==> src/include/charger_regs_pkg.sv <==
// Purpose: Shared constants, codes and layouts for the charger status registers.
// Assumes: 200 MHz clock; registers reached over the two-wire serial port.
// Notes: Each register layout struct fixes its field positions, msb first.
// Behaviour
// - Detecting variant reports source codes 001,010,011,101,110 and 111 for OTG.
// - Pin variant reports 000 none, 001 pin high, 010 pin low, 111 OTG.
// - Current limit is shown elsewhere, never inside the source type field.
// - Charge phase 00 idle, 01 pre-charge, 10 fast, 11 termination.
// - Supply ok and thermal regulation flags follow their conditions.
// - System floor flag is 1 while rail held at minimum system voltage.
// - Watchdog flag is 1 after the register watchdog has expired.
// - OTG fault flag is 1 when boost cannot start or run.
// - Charge fault 00 normal, 01 input, 10 thermal shutdown, 11 timer.
// - Battery overvoltage flag is 1 while overvoltage is detected.
// - Charge mode thermistor zones 000,010,011,101,110.
// - Boost mode thermistor zones only 000, 101 and 110.
// - Input attached flag is 1 while a qualified input is present.
// - Voltage and current limiting flags follow their limiting loops.
// - Top-up flag is 1 while the top-off timer counts.
// - Input overvoltage flag is 1 while in input overvoltage.
// - Voltage limit mask 1 suppresses its entry pulse; defaults 0.
// - Current limit mask 1 suppresses its entry pulse; defaults 0.
// - Writing 1 to restore bit restores defaults and restarts safety timer.
// - Restore bit clears itself once the restore completes.
package charger_regs_pkg;

  localparam logic [7:0] ADDR_SOURCE_STATE = 8'h08;
  localparam logic [7:0] ADDR_FAULT        = 8'h09;
  localparam logic [7:0] ADDR_LIMIT_MASK   = 8'h0A;
  localparam logic [7:0] ADDR_RESET_ID     = 8'h0B;
  localparam logic [7:0] READ_UNMAPPED     = 8'h00;
  localparam logic [6:0] TARGET_ADDR_DEF   = 7'h3C;

  localparam logic       MASK_RESET        = 1'b0;
  localparam logic       RESTORE_RESET     = 1'b0;
  localparam logic [7:0] POINTER_RESET     = 8'h00;

  // Part and revision values are arbitrary.
  localparam logic [3:0] PART_CODE_DETECT  = 4'hA;
  localparam logic [3:0] PART_CODE_PIN     = 4'h5;
  localparam logic [1:0] REVISION_CODE     = 2'h2;

  localparam int         CLOCK_PERIOD_NS   = 5;
  localparam int         RESTORE_TIME_NS   = 40;
  localparam int         RESTORE_CYCLES    =
    (RESTORE_TIME_NS + CLOCK_PERIOD_NS - 1) / CLOCK_PERIOD_NS;
  localparam logic [3:0] RESTORE_CNT_INIT  = 4'(RESTORE_CYCLES);

  localparam logic [2:0] SRC_NONE    = 3'h0;
  localparam logic [2:0] SRC_SDP     = 3'h1;
  localparam logic [2:0] SRC_CDP     = 3'h2;
  localparam logic [2:0] SRC_ADAPTER = 3'h2;
  localparam logic [2:0] SRC_DCP     = 3'h3;
  localparam logic [2:0] SRC_UNKNOWN = 3'h5;
  localparam logic [2:0] SRC_NONSTD  = 3'h6;
  localparam logic [2:0] SRC_OTG     = 3'h7;

  localparam logic [1:0] PHASE_IDLE  = 2'h0;
  localparam logic [1:0] PHASE_PRE   = 2'h1;
  localparam logic [1:0] PHASE_FAST  = 2'h2;
  localparam logic [1:0] PHASE_DONE  = 2'h3;

  localparam logic [1:0] FAULT_NONE    = 2'h0;
  localparam logic [1:0] FAULT_INPUT   = 2'h1;
  localparam logic [1:0] FAULT_THERMAL = 2'h2;
  localparam logic [1:0] FAULT_TIMER   = 2'h3;

  localparam logic [2:0] ZONE_NORMAL = 3'h0;
  localparam logic [2:0] ZONE_WARM   = 3'h2;
  localparam logic [2:0] ZONE_COOL   = 3'h3;
  localparam logic [2:0] ZONE_COLD   = 3'h5;
  localparam logic [2:0] ZONE_HOT    = 3'h6;

  typedef enum logic [2:0] {
    KIND_NONE, KIND_SDP, KIND_CDP, KIND_DCP, KIND_UNKNOWN, KIND_NONSTD
  } source_kind_type;

  typedef enum logic [8:0] {
    ST_IDLE     = 9'h001,
    ST_ADDR     = 9'h002,
    ST_ADDR_ACK = 9'h004,
    ST_PTR      = 9'h008,
    ST_PTR_ACK  = 9'h010,
    ST_WDATA    = 9'h020,
    ST_WACK     = 9'h040,
    ST_RDATA    = 9'h080,
    ST_RACK     = 9'h100
  } serial_state_type;

  typedef struct packed {
    logic            detectVariant;
    source_kind_type detectedKind;
    logic            sourceSelectPin;
    logic            otgActive;
    logic            inputAttached;
    logic            charging;
    logic            belowPrecharge;
    logic            chargeDone;
    logic            powerGood;
    logic            thermalReg;
    logic            sysFloorReg;
    logic            wdtExpired;
    logic            boostFault;
    logic            inputFault;
    logic            thermalShutdown;
    logic            safetyTimerExpired;
    logic            batteryOvervoltage;
    logic            boostMode;
    logic            zoneWarm;
    logic            zoneCool;
    logic            zoneCold;
    logic            zoneHot;
    logic            vinLimit;
    logic            iinLimit;
    logic            topupRunning;
    logic            inputOvervoltage;
  } charger_conditions_type;

  typedef struct packed {
    logic [2:0] sourceType;
    logic [1:0] phase;
    logic       supplyOk;
    logic       thermalReg;
    logic       sysFloorReg;
  } source_state_type;

  typedef struct packed {
    logic       wdtExpiry;
    logic       otgFault;
    logic [1:0] chargeFault;
    logic       batteryOv;
    logic [2:0] zone;
  } fault_report_type;

  typedef struct packed {
    logic attached;
    logic vinActive;
    logic iinActive;
    logic reserved;
    logic topup;
    logic inputOv;
    logic vinMask;
    logic iinMask;
  } limit_state_type;

  typedef struct packed {
    logic       restore;
    logic [3:0] partCode;
    logic       reserved;
    logic [1:0] revision;
  } reset_id_type;

endpackage

==> src/rtl/charger_status_fault_regs.sv <==
// Purpose: Status, fault, mask and identification registers on the serial port.
// Assumes: Serial master obeys the two-wire protocol; no clock stretching.
// Notes: The register pointer auto-increments after every data byte.
`timescale 1ns/10ps
module charger_status_fault_regs
#(
  parameter logic [6:0] TARGET_ADDR = charger_regs_pkg::TARGET_ADDR_DEF
)
(
  input  wire logic                                     clock,
  input  wire logic                                     rst,
  input  wire logic                                     scl,
  input  wire logic                                     sdaIn,
  output logic                                          sdaOut,
  output logic                                          sdaOe,
  input  wire charger_regs_pkg::charger_conditions_type conditions,
  output logic                                          vinLimitIrqPulse,
  output logic                                          iinLimitIrqPulse,
  output logic                                          defaultsRestore
);
  import charger_regs_pkg::*;

  localparam int CW = $bits(charger_conditions_type);

  logic [CW-1:0]          condSync;
  logic [1:0]             busSync;
  charger_conditions_type cond;
  logic                   sclPrev_reg;
  logic                   sdaPrev_reg;
  serial_state_type       state_reg;
  serial_state_type       state_next;
  logic [2:0]             bitCnt_reg;
  logic                   gotByte_reg;
  logic [7:0]             shift_reg;
  logic [7:0]             txShift_reg;
  logic [7:0]             txNext;
  logic [7:0]             pointer_reg;
  logic                   readMode_reg;
  logic                   masterAck_reg;
  logic                   sdaDrive_reg;
  logic                   vinMask_reg;
  logic                   iinMask_reg;
  logic                   restore_reg;
  logic [3:0]             restoreCnt_reg;
  logic                   vinPrev_reg;
  logic                   iinPrev_reg;
  logic                   vinIrq_reg;
  logic                   iinIrq_reg;
  source_state_type       srcState;
  fault_report_type       faultRep;
  limit_state_type        limitState;
  reset_id_type           resetId;
  logic [7:0]             readData;

  line_sync #(.WIDTH(CW)) condSyncInst
  (
    .clock   (clock),
    .rst     (rst),
    .asyncIn (conditions),
    .syncOut (condSync)
  );

  line_sync #(.WIDTH(2)) busSyncInst
  (
    .clock   (clock),
    .rst     (rst),
    .asyncIn ({scl, sdaIn}),
    .syncOut (busSync)
  );

  assign cond = charger_conditions_type'(condSync);

  // source type codes, no current limit here
  function automatic logic [2:0] sourceCode(input charger_conditions_type c);
    logic [2:0] code;
    code = SRC_NONE;
    if (c.otgActive)
      code = SRC_OTG;
    else if (!c.inputAttached)
      code = SRC_NONE;
    else if (!c.detectVariant)
      code = c.sourceSelectPin ? SRC_SDP : SRC_ADAPTER;
    else
    begin
      case (c.detectedKind)
        KIND_SDP:     code = SRC_SDP;
        KIND_CDP:     code = SRC_CDP;
        KIND_DCP:     code = SRC_DCP;
        KIND_UNKNOWN: code = SRC_UNKNOWN;
        KIND_NONSTD:  code = SRC_NONSTD;
        default:      code = SRC_NONE;
      endcase
    end
    return code;
  endfunction

  function automatic logic [1:0] phaseCode(input charger_conditions_type c);
    logic [1:0] code;
    code = PHASE_IDLE;
    if (c.chargeDone)
      code = PHASE_DONE;
    else if (!c.charging)
      code = PHASE_IDLE;
    else if (c.belowPrecharge)
      code = PHASE_PRE;
    else
      code = PHASE_FAST;
    return code;
  endfunction

  function automatic logic [1:0] faultCode(input charger_conditions_type c);
    logic [1:0] code;
    code = FAULT_NONE;
    if (c.inputFault)
      code = FAULT_INPUT;
    else if (c.thermalShutdown)
      code = FAULT_THERMAL;
    else if (c.safetyTimerExpired)
      code = FAULT_TIMER;
    return code;
  endfunction

  function automatic logic [2:0] zoneCode(input charger_conditions_type c);
    logic [2:0] code;
    code = ZONE_NORMAL;
    if (c.zoneHot)
      code = ZONE_HOT;
    else if (c.zoneCold)
      code = ZONE_COLD;
    else if (c.boostMode)
      code = ZONE_NORMAL;
    else if (c.zoneWarm)
      code = ZONE_WARM;
    else if (c.zoneCool)
      code = ZONE_COOL;
    return code;
  endfunction

  assign srcState.sourceType = sourceCode(cond);
  assign srcState.phase      = phaseCode(cond);
  assign srcState.supplyOk   = cond.powerGood;
  assign srcState.thermalReg = cond.thermalReg;
  assign srcState.sysFloorReg = cond.sysFloorReg;

  assign faultRep.wdtExpiry   = cond.wdtExpired;
  assign faultRep.otgFault    = cond.boostFault;
  assign faultRep.chargeFault = faultCode(cond);
  assign faultRep.batteryOv   = cond.batteryOvervoltage;
  assign faultRep.zone        = zoneCode(cond);

  assign limitState.attached  = cond.inputAttached;
  assign limitState.vinActive = cond.vinLimit;
  assign limitState.iinActive = cond.iinLimit;
  assign limitState.reserved  = 1'b0;
  assign limitState.topup     = cond.topupRunning;
  assign limitState.inputOv   = cond.inputOvervoltage;
  assign limitState.vinMask   = vinMask_reg;
  assign limitState.iinMask   = iinMask_reg;

  assign resetId.restore  = restore_reg;
  assign resetId.partCode = cond.detectVariant ? PART_CODE_DETECT : PART_CODE_PIN;
  assign resetId.reserved = 1'b0;
  assign resetId.revision = REVISION_CODE;

  assign readData =
    (pointer_reg == ADDR_SOURCE_STATE) ? srcState :
    (pointer_reg == ADDR_FAULT)        ? faultRep :
    (pointer_reg == ADDR_LIMIT_MASK)   ? limitState :
    (pointer_reg == ADDR_RESET_ID)     ? resetId :
    READ_UNMAPPED;

  wire sclNow    = busSync[1];
  wire sdaNow    = busSync[0];
  wire sclRise   = sclNow & ~sclPrev_reg;
  wire sclFall   = ~sclNow & sclPrev_reg;
  wire startSeen = sclNow & sclPrev_reg & sdaPrev_reg & ~sdaNow;
  wire stopSeen  = sclNow & sclPrev_reg & ~sdaPrev_reg & sdaNow;
  wire addrMatch = shift_reg[7:1] == TARGET_ADDR;

  wire rxState   = (state_reg == ST_ADDR) | (state_reg == ST_PTR) |
                   (state_reg == ST_WDATA);
  wire countBit  = sclRise & (rxState | (state_reg == ST_RDATA));
  wire ptrLoad   = sclFall & gotByte_reg & (state_reg == ST_PTR);
  // only mask and restore bits take writes
  wire writeByte = sclFall & gotByte_reg & (state_reg == ST_WDATA);
  wire maskWrite = writeByte & (pointer_reg == ADDR_LIMIT_MASK);
  wire rstWrite  = writeByte & (pointer_reg == ADDR_RESET_ID) & shift_reg[7];
  wire loadTx    = sclFall & (((state_reg == ST_ADDR_ACK) & readMode_reg) |
                              ((state_reg == ST_RACK) & masterAck_reg));
  wire shiftTx   = sclFall & (state_reg == ST_RDATA) & ~gotByte_reg;
  wire restoreEnd = restore_reg & (restoreCnt_reg == 4'h1);
  wire ackNext   = (state_next == ST_ADDR_ACK) | (state_next == ST_PTR_ACK) |
                   (state_next == ST_WACK);

  assign txNext = loadTx  ? readData :
                  shiftTx ? {txShift_reg[6:0], 1'b0} :
                  txShift_reg;

  always_comb
  begin
    state_next = state_reg;
    if (startSeen)
      state_next = ST_ADDR;
    else if (stopSeen)
      state_next = ST_IDLE;
    else if (sclFall)
    begin
      case (state_reg)
        ST_IDLE:
          state_next = ST_IDLE;
        ST_ADDR:
          if (gotByte_reg)
            state_next = addrMatch ? ST_ADDR_ACK : ST_IDLE;
        ST_ADDR_ACK:
          state_next = readMode_reg ? ST_RDATA : ST_PTR;
        ST_PTR:
          if (gotByte_reg)
            state_next = ST_PTR_ACK;
        ST_PTR_ACK:
          state_next = ST_WDATA;
        ST_WDATA:
          if (gotByte_reg)
            state_next = ST_WACK;
        ST_WACK:
          state_next = ST_WDATA;
        ST_RDATA:
          if (gotByte_reg)
            state_next = ST_RACK;
        ST_RACK:
          state_next = masterAck_reg ? ST_RDATA : ST_IDLE;
        default:
          state_next = ST_IDLE;
      endcase
    end
  end

  always_ff @(posedge clock or posedge rst)
  begin
    if (rst)
    begin
      sclPrev_reg  <= 1'b1;
      sdaPrev_reg  <= 1'b1;
      state_reg    <= ST_IDLE;
      sdaDrive_reg <= 1'b0;
      txShift_reg  <= 8'h00;
    end
    else
    begin
      sclPrev_reg  <= sclNow;
      sdaPrev_reg  <= sdaNow;
      state_reg    <= state_next;
      sdaDrive_reg <= ackNext | ((state_next == ST_RDATA) & ~txNext[7]);
      txShift_reg  <= txNext;
    end
  end

  // The counter wraps to zero after each byte, so acks need no reload.
  always_ff @(posedge clock or posedge rst)
  begin
    if (rst)
    begin
      bitCnt_reg  <= 3'h0;
      gotByte_reg <= 1'b0;
      shift_reg   <= 8'h00;
    end
    else if (startSeen)
    begin
      bitCnt_reg  <= 3'h0;
      gotByte_reg <= 1'b0;
    end
    else if (countBit)
    begin
      bitCnt_reg  <= bitCnt_reg + 3'h1;
      gotByte_reg <= bitCnt_reg == 3'h7;
      if (rxState)
        shift_reg <= {shift_reg[6:0], sdaNow};
    end
    else if (sclFall)
      gotByte_reg <= 1'b0;
  end

  always_ff @(posedge clock or posedge rst)
  begin
    if (rst)
    begin
      readMode_reg  <= 1'b0;
      masterAck_reg <= 1'b0;
    end
    else
    begin
      if (sclFall & gotByte_reg & (state_reg == ST_ADDR))
        readMode_reg <= shift_reg[0];
      if (sclRise & (state_reg == ST_RACK))
        masterAck_reg <= ~sdaNow;
    end
  end

  always_ff @(posedge clock or posedge rst)
  begin
    if (rst)
      pointer_reg <= POINTER_RESET;
    else if (ptrLoad)
      pointer_reg <= shift_reg;
    else if (writeByte | loadTx)
      pointer_reg <= pointer_reg + 8'h01;
  end

  always_ff @(posedge clock or posedge rst)
  begin
    if (rst)
    begin
      vinMask_reg <= MASK_RESET;
      iinMask_reg <= MASK_RESET;
    end
    else if (rstWrite)
    begin
      vinMask_reg <= MASK_RESET;
      iinMask_reg <= MASK_RESET;
    end
    else if (maskWrite)
    begin
      vinMask_reg <= shift_reg[1];
      iinMask_reg <= shift_reg[0];
    end
  end

  // restore runs a fixed time then clears
  always_ff @(posedge clock or posedge rst)
  begin
    if (rst)
    begin
      restore_reg    <= RESTORE_RESET;
      restoreCnt_reg <= 4'h0;
    end
    else if (rstWrite)
    begin
      restore_reg    <= 1'b1;
      restoreCnt_reg <= RESTORE_CNT_INIT;
    end
    else if (restore_reg)
    begin
      restore_reg    <= ~restoreEnd;
      restoreCnt_reg <= restoreCnt_reg - 4'h1;
    end
  end

  always_ff @(posedge clock or posedge rst)
  begin
    if (rst)
    begin
      vinPrev_reg <= 1'b0;
      iinPrev_reg <= 1'b0;
      vinIrq_reg  <= 1'b0;
      iinIrq_reg  <= 1'b0;
    end
    else
    begin
      vinPrev_reg <= cond.vinLimit;
      iinPrev_reg <= cond.iinLimit;
      vinIrq_reg  <= cond.vinLimit & ~vinPrev_reg & ~vinMask_reg;
      iinIrq_reg  <= cond.iinLimit & ~iinPrev_reg & ~iinMask_reg;
    end
  end

  // Open-drain line: only ever pulls low, the bus pull-up gives the one.
  assign sdaOut           = 1'b0;
  assign sdaOe            = sdaDrive_reg;
  assign vinLimitIrqPulse = vinIrq_reg;
  assign iinLimitIrqPulse = iinIrq_reg;
  assign defaultsRestore  = restore_reg;

endmodule

==> src/rtl/line_sync.sv <==
// Purpose: Two-stage synchroniser for a group of asynchronous levels.
// Assumes: Each bit is an independent level; no multi-bit coherence.
// Notes: The first stage feeds only the second stage.
`timescale 1ns/10ps
module line_sync
#(
  parameter int WIDTH = 1
)
(
  input  wire logic             clock,
  input  wire logic             rst,
  input  wire logic [WIDTH-1:0] asyncIn,
  output logic      [WIDTH-1:0] syncOut
);
  import charger_regs_pkg::*;

  logic [WIDTH-1:0] stage1_reg;

  always_ff @(posedge clock or posedge rst)
  begin
    if (rst)
    begin
      stage1_reg <= '0;
      syncOut    <= '0;
    end
    else
    begin
      stage1_reg <= asyncIn;
      syncOut    <= stage1_reg;
    end
  end

endmodule

==> config.mk <==
export PLATFORM = sky130hd
export DESIGN_NAME = charger_status_fault_regs
export DESIGN_NICKNAME = d
export VERILOG_FILES = /design/src/include/charger_regs_pkg.sv /design/src/rtl/charger_status_fault_regs.sv /design/src/rtl/line_sync.sv
export SDC_FILE = /design/constraint.sdc
export NUM_CORES = 1
export LEC_CHECK = 0
export ABC_CLOCK_PERIOD_IN_PS = 3670
export BUFFER_PORTS_ARGS = -buffer_cell sky130_fd_sc_hd__buf_2
export CAP_MARGIN = 0
export CORE_UTILIZATION = 30
export CTS_CLUSTER_SIZE = 12
export DETAILED_ROUTE_END_ITERATION = 8
export GPL_TIMING_DRIVEN = 0
export PLACE_DENSITY = 0.46
export SKIP_LAST_GASP = 1
export SYNTH_ARGS = -nofsm -noshare
export SYNTH_HDL_FRONTEND = slang
export SYNTH_HIERARCHICAL = 1
export SYNTH_SLANG_ARGS = --single-unit
==> constraint.sdc <==
create_clock -name clock -period 3.67 [get_ports clock]
set_clock_uncertainty 0.1 [all_clocks]
set_input_delay 0.1835 -clock clock [delete_from_list [all_inputs] [get_ports clock]]
set_output_delay 0.1835 -clock clock [all_outputs]
set_load 0.01 [all_outputs]
==> metrics.md, run 1 <==
| Metric | Value |
|---|---|
| Status | finished, final reports clean |
| Antenna violations before repair | 0 |
| Avg Cell Area, Syn | 11.6 um2 |
| Inserted Diodes | 0 |
| Top area cells in the synthesized netlist | dfrtp_1 57%, o21ai_0 3.3%, ha_1 2.6% |
| CP Launch Point | state_reg[4]$_DFF_PP0_ |
| HPWL after DPL | 7.35 mm |
| R2R depth | 9 |
| DRT Pass-1 Iters | 4 |
| H-tree Lvls | 4 |
| Tot Pwr | 3200 uW |
| Final hold viol count | 0 |
| Worst Setup Start Kind | flop |
| DRC violations left | 0 |
| Layout area overhead | 28.7% |
| RD Place Congestion | 0.831 |
| Slew HR | 0.438 |
| Worst Hold Class | input port to asynchronous set/reset pin |
| Chip height | 129 um |
| Most common cell after layout, fill and taps aside | dfrtp_1 |
| Post-synthesis cell type count | 71 |
| Reg2Reg Capture Point | sdaOe$_DFF_PP0_ |
| Mapped cell area | 4840 um2 |
| Met2 routed WL | 4.85 mm |
| Clock Sinks | 113 |
| Launching point of the worst reg2reg path | state_reg[4]$_DFF_PP0_ |
| Clk_lat worst skew | around 0.42 ns |
| Core Region | 15800 um2 |
| Via count | 3425 |
| Max Cap Viol | 0 |
| DRT iter0 DRCs | 170 |
| Vias in the first global route | about 3400 |
| DIE AREA | ~17000 um2 |
| CP Class | flop to flop |
| Total track usage | 0.140 |
| Required @ worst endpoint | about 3.9 ns |
| Ports | 37 |
| Post-synth ARST share | 1.00 |
| Syn Nets | 461 |
| Fillers | 1527 |
| WP data arrival | approximately 3.6 ns |
| Most frequent cells in the layout | 110 x dfrtp_1, 37 x buf_2, 32 x nand2_1, 32 x o21ai_0, 31 x dlygate4sd3_1 |
| TritonCTS Buffers | 17 |
| CTS clk-pin slew, worst paths | 0.06 ns |
| Crit-path cells | buf_6 -> or4_4 -> buf_6 -> and4bb_2 -> clkbuf_1 -> mux2i_1 -> o32ai_1 -> or4b_1 -> a2111oi_2 |
| Via/cell ratio | 4.66 |
| Slew Limit Fails | 0 |
| Root Driver | clkbuf_16 |
| Critical path's largest stage delay | 0.55 ns |
| Largest net degree at the start of global routing | 39 |
| Top cell type's share of synthesized area | 0.568 |
| Cells after Synth | 419 |
| Top Layer Used | met4 |
| Clock Path Buffers | 2 |
| Fin crit share | 0.923 |
| Most common cell on crit path | buf_6 |
| FF+latch count, synth | 113 |
| Routed WL per cell | 14.2 um |
| Antenna Nets Post-Route | 0 |
| Row cnt | 46 |
| Postcts setup bufs | 0 |
| FF-to-FF setup slack | 0.28 ns |
| Static Leak | 0.00275 uW |
| Power per cell area | 513 nW/um2 |
| Layout cells sized above 1 | 0.193 |
| First-pass GRT wire length | between 15 and 20 mm |
| Final setup violation count | 0 |
| Slowest stage cell, crit path | or4b_1 |
| F_max | 0.295 GHz |
| Crit-path max FO | 9 |
| Seq/Total Area, Yosys | 0.584 |
| Total Nets Final | around 550 |
| Port Buffer Count | 35 |
| Total wire length after detailed routing | 10.4 mm |
| RSZ-0062 raised after global routing | false |
| Critical path endpoint category | flop |
| Tmin final | 3.39 ns |
| Top_reg_cell synth | dfrtp_1 |
| Setup tns final | 0 ns |
| DR WL met3 | 424 um |
| Max rail drop VDD | 0.355 mV |
| Leading area contributor after synthesis | dfrtp_1 |
| Initial core utilization | 0.306 |
| M1 WL | roughly 4.9 mm |
| Total gr overflow | 0 |
| CTS tree | built |
| Worst-Margin Slew | 0.836 ns |
| Ys Warns | 6 |
| Post-synth EDFFs | 0 |
| Die width | 129 um |
layout make-up:
type | count | area [um2] | share of cell area
Sequential cell | 113 | 2830 | 0.454
Multi-Input combinational cell | 265 | 1830 | 0.294
Timing Repair Buffer | 68 | 526 | 0.0843
Clock buffer | 18 | 439 | 0.0704
Tap cell | 216 | 270 | 0.0433
Clock inverter | 14 | 155 | 0.0249
Buffer | 23 | 115 | 0.0185
Inverter | 18 | 67.6 | 0.0108
per-layer routing:
layer | track usage | up-vias
met1 | 0.177 | 1673
met4 | 0.0644 | 0
li1 | - | 1665
met2 | 0.219 | 64
met5 | 0 | -
met3 | 0.0462 | 23
cells by family (layout without fill, tap and decap cells):
logic type      Yosys count  count (layout)  share of synthesized area
compound gates           96              96                      0.135
buf+inv                  41             141                     0.0377
fa+ha+maj                10              10                     0.0258
flops                   113             113                      0.584
other cells               1               1                   0.000774
mux                      20              20                     0.0434
simple gates            124             124                      0.147
xor+xnor                 14              14                     0.0253
synth_stat cells (all sizes together) (8+ instances only):
cell and n:
a21oi 20, dfrtp 110, mux2 8, nand2 32, inv 18, nor2 25
mux2i 12, o21ai 32, nand2b 9, ha 10, clkbuf 16, xor2 8
power breakdown:
part | switching (uW) | internal [uW]
registers | 44.1 | 1310
logic | 111 | 96.2
clock network | 612 | 1030
total | 768 | 2430
through the flow:
stage	hold slack [ns]	std cells	util	worst slack [ns]	cell area, um2
3_5_place_dp	0.00410	672	0.337	0.283	5330
5_1_grt	0.147	735	0.394	0.193	6230
4_1_cts	0.115	735	0.394	0.275	6230
6_report	0.122	735	0.394	0.283	6230
2_1_floorplan	-0.150	419	-	0.548	4840
3_3_place_gp	-0.0129	670	0.334	0.294	5290
repair_timing:
action,in CTS,in global routing
gates resized for setup,0,0
hold buffers,31,0
hold endpoints to repair,71,0
worst max path at each step:
| stage | end | cells past startpoint | slack, ns |
|---|---|---|---|
| final | sdaOe$_DFF_PP0_ | 9 | 0.28 |
| after global routing | sdaOe$_DFF_PP0_ | 9 | 0.19 |
| after CTS | sdaOe$_DFF_PP0_ | 9 | 0.27 |
| after detailed placement | sdaOe$_DFF_PP0_ | 9 | 0.28 |
| after global placement | sdaOe$_DFF_PP0_ | 9 | 0.29 |
| after floorplan | sdaOe$_DFF_PP0_ | 9 | 0.55 |
critical path: cells and delay by family (launching register included):
kind	cells	cell delay, ns
DFF	1	0.37
buffers and inverters	3	0.71
muxes	1	0.24
and+or+nand+nor	3	1.33
AOI/OAI and AO/OA	2	0.52
No activity file was read; power rests on OpenSTA's default activity.
==> run 2, diff against run 1 <==
ABC_AREA = 1   (was not set)
PLACE_DENSITY = not set   (was 0.46)
PLACE_DENSITY_LB_ADDON = 0.15   (was not set)
==> run 2 against run 1 <==
  * Worst hold slack better by 0.037 ns
  * Synthesized cell count up 32%
  * Final cell count up 18%
  * Critical endpoint is now txShift_reg[3]$_DFFE_PP0P_
  * Largest power group unchanged
==> metrics.md, run 2 <==
| Metric | Value |
|---|---|
| Root Driver | clkbuf_16 |
| H-tree Lvls | 4 |
| Post-synth ARST share | 1.00 |
| Top_reg_cell synth | dfrtp_1 |
| Power per cell area | 486 nW/um2 |
| Reg2Reg Capture Point | txShift_reg[3]$_DFFE_PP0P_ |
| Cells after Synth | 551 |
| Worst Setup Start Kind | flop |
| Core Region | approximately 16000 um2 |
| Top cell type's share of synthesized area | 0.547 |
| Slew Limit Fails | 0 |
| Port Buffer Count | 35 |
| Fillers | 1649 |
| Mapped cell area | just over 5000 um2 |
| Worst Hold Class | input port to asynchronous set/reset pin |
| Largest net degree at the start of global routing | 34 |
| Via/cell ratio | 4.29 |
| DIE AREA | 17300 um2 |
| CTS clk-pin slew, worst paths | 0.05 ns |
| Chip height | 132 um |
| Via count | ~3700 |
| Most common cell after layout, fill and taps aside | nand2_1 |
| Fin crit share | 0.518 |
| Final setup violation count | 0 |
| RD Place Congestion | 0.839 |
| Slowest stage cell, crit path | dfrtp_1 |
| Total track usage | 0.133 |
| Static Leak | 0.00325 uW |
| Worst-Margin Slew | 0.538 ns |
| Total wire length after detailed routing | 10.2 mm |
| Max Cap Viol | 0 |
| Antenna Nets Post-Route | 0 |
| Crit-path cells | nor2_1 -> nand3_2 -> nor2_1 -> nand2_1 -> nor2_1 -> o22ai_1 -> o21ai_0 -> a22oi_1 -> nand2_1 |
| Setup tns final | 0 ns |
| CTS resizes | 0 |
| Total Nets Final | just under 700 |
| Most frequent cells in the layout | 125 x nand2_1, 110 x dfrtp_1, 66 x inv_1 |
| Total gr overflow | 0 |
| R2R depth | 9 |
| Pre-CTS setup slack | 1.75 ns |
| Antenna violations before repair | 0 |
| Post-synthesis cell type count | 45 |
| Tmin final | 1.90 ns |
| WP buf/inv | 0 |
| CP delay by family, top | simple AND/OR/NAND/NOR gates |
| Min Hold Slack | about 0.16 ns |
| Critical path endpoint category | flop |
| Most common cell on crit path | nor2_1 |
| Critical path's largest stage delay | 0.42 ns |
| RSZ-0062 raised after global routing | false |
| Fin util | 0.397 |
| FF+latch count, synth | 113 |
| Layout area overhead | 27.2% |
| Ys Warns | 6 |
| WP data arrival | 2.15 ns |
| Avg Cell Area, Syn | 9.13 um2 |
| Initial core utilization | 0.312 |
| Routed WL per cell | 11.8 um |
| DRC violations left | 0 |
| Status | finished, final reports clean |
| Postcts setup bufs | 0 |
| Required @ worst endpoint | 3.92 ns |
| Inserted Diodes | 0 |
| Layout cells sized above 1 | 0.197 |
| CP Class | flop to flop |
| Leading area contributor after synthesis | dfrtp_1 |
| Vias in the first global route | 3844 |
| HPWL after DPL | 7.67 mm |
| Row cnt | 46 |
| Clock Sinks | 113 |
| Die width | 132 um |
| Worst Slack Setup Final | 1.77 ns |
| Synth top cells by count | 125 x nand2_1, 110 x dfrtp_1, 68 x inv_1, 49 x nor2_1, 28 x nand3_1 |
| Crit-path max FO | 6 |
| Slew HR | 0.641 |
| Post-synth EDFFs | 0 |
| First-pass GRT wire length | 18.1 mm |
| F_max | between 0.5 and 0.6 GHz |
| Clock Path Buffers | 2 |
| Syn Nets | approximately 590 |
| DRT iter0 DRCs | 151 |
| Top area cells in the synthesized netlist | dfrtp_1 55%, nand2_1 9.3%, inv_1 5.1% |
| Launching point of the worst reg2reg path | pointer_reg[4]$_DFFE_PP0P_ |
| Top-count cell post-synth | nand2_1 |
| Clk_lat worst skew | 0.41 ns |
| DRT Pass-1 Iters | 6 |
| CTS tree | built |
| Seq/Total Area, Yosys | 0.563 |
| Max rail drop VDD | 0.321 mV |
| FF-to-FF setup slack | ~1.8 ns |
| Ports | 37 |
| TritonCTS Buffers | 17 |
| Final hold viol count | 0 |
-- run 2: changes by cell type after synthesis, moves of 9 or more --
cell,change
inv_2,+14
nor2_1,+24
o21ai_0,-11
clkbuf_1,-16
inv_1,+50
nand2b_1,-9
nand3_1,+24
o21ai_1,+15
nand2_1,+93
mux2i_1,-12
-- run 2: final cells by class --
class                      count  area, um2  area share
buffer                         6       43.8     0.00684
clock buffer                  22        464      0.0725
clock inverter                 9        109      0.0170
inverter                      85        327      0.0510
multi-input combinational    347       1830       0.286
sequential                   113       2830       0.442
tap                          216        270      0.0422
timing repair buffer          68        526      0.0821
-- run 2: worst reg2reg max path, stage by stage (launching register included) --
cell and delay (ns):
dfrtp_1 0.42, nor2_1 0.15, nand3_2 0.18, nor2_1 0.22, nand2_1 0.13, nor2_1 0.17, o22ai_1 0.10, o21ai_0 0.20
a22oi_1 0.10, nand2_1 0.08
-- run 2: cell families (layout without fill, tap and decap cells) --
family / after synthesis / in the layout / synth area share
simple gates: 250 / 250 / 0.238
flops: 113 / 113 / 0.563
buf+inv: 91 / 190 / 0.0736
compound gates: 81 / 81 / 0.0913
fa+ha+maj: 10 / 10 / 0.0249
xor+xnor: 4 / 4 / 0.00696
other cells: 1 / 1 / 0.000745
mux: 1 / 1 / 0.00224
-- run 2: power breakdown --
part | total [uW] | switching (uW) | internal [uW]
clock | 1560 | 534 | 1030
sequential | 1340 | 33.7 | 1310
combinational | 210 | 125 | 84.9
total | 3110 | 693 | 2420
-- run 2: worst max path at each step --
stage                               start  cells past startpoint                         end
2_1_floorplan  pointer_reg[1]$_DFFE_PP0P_                     10  txShift_reg[4]$_DFFE_PP0P_
3_3_place_gp                          rst                      2      state_reg[3]$_DFF_PP0_
3_5_place_dp   pointer_reg[1]$_DFFE_PP0P_                     10  txShift_reg[4]$_DFFE_PP0P_
4_1_cts             sclPrev_reg$_DFF_PP1_                     12             sdaOe$_DFF_PP0_
5_1_grt             sclPrev_reg$_DFF_PP1_                     12             sdaOe$_DFF_PP0_
6_report       pointer_reg[4]$_DFFE_PP0P_                      9  txShift_reg[3]$_DFFE_PP0P_
-- run 2: stage by stage --
step | std cells | total power [uW] | area (um2)
2_1_floorplan | 551 | 1480 | 5030
3_3_place_gp | 802 | 1540 | 5480
3_5_place_dp | 804 | 1550 | 5520
4_1_cts | 866 | 3170 | 6400
5_1_grt | 866 | 3260 | 6400
6_report | 866 | 3110 | 6400
-- run 2: per-layer routing --
metal / GRT usage / share of wire
met5: 0 / 0
met1: 0.158 / 0.47
met3: 0.0428 / 0.025
met2: 0.220 / 0.49
met4: 0.0510 / 0.014
-- run 2: timing repair --
action / 4_1_cts / 5_1_grt
setup endpoints to repair: 0 / 0
endpoints found under the hold margin: 78 / 0
hold buffers: 31 / 0
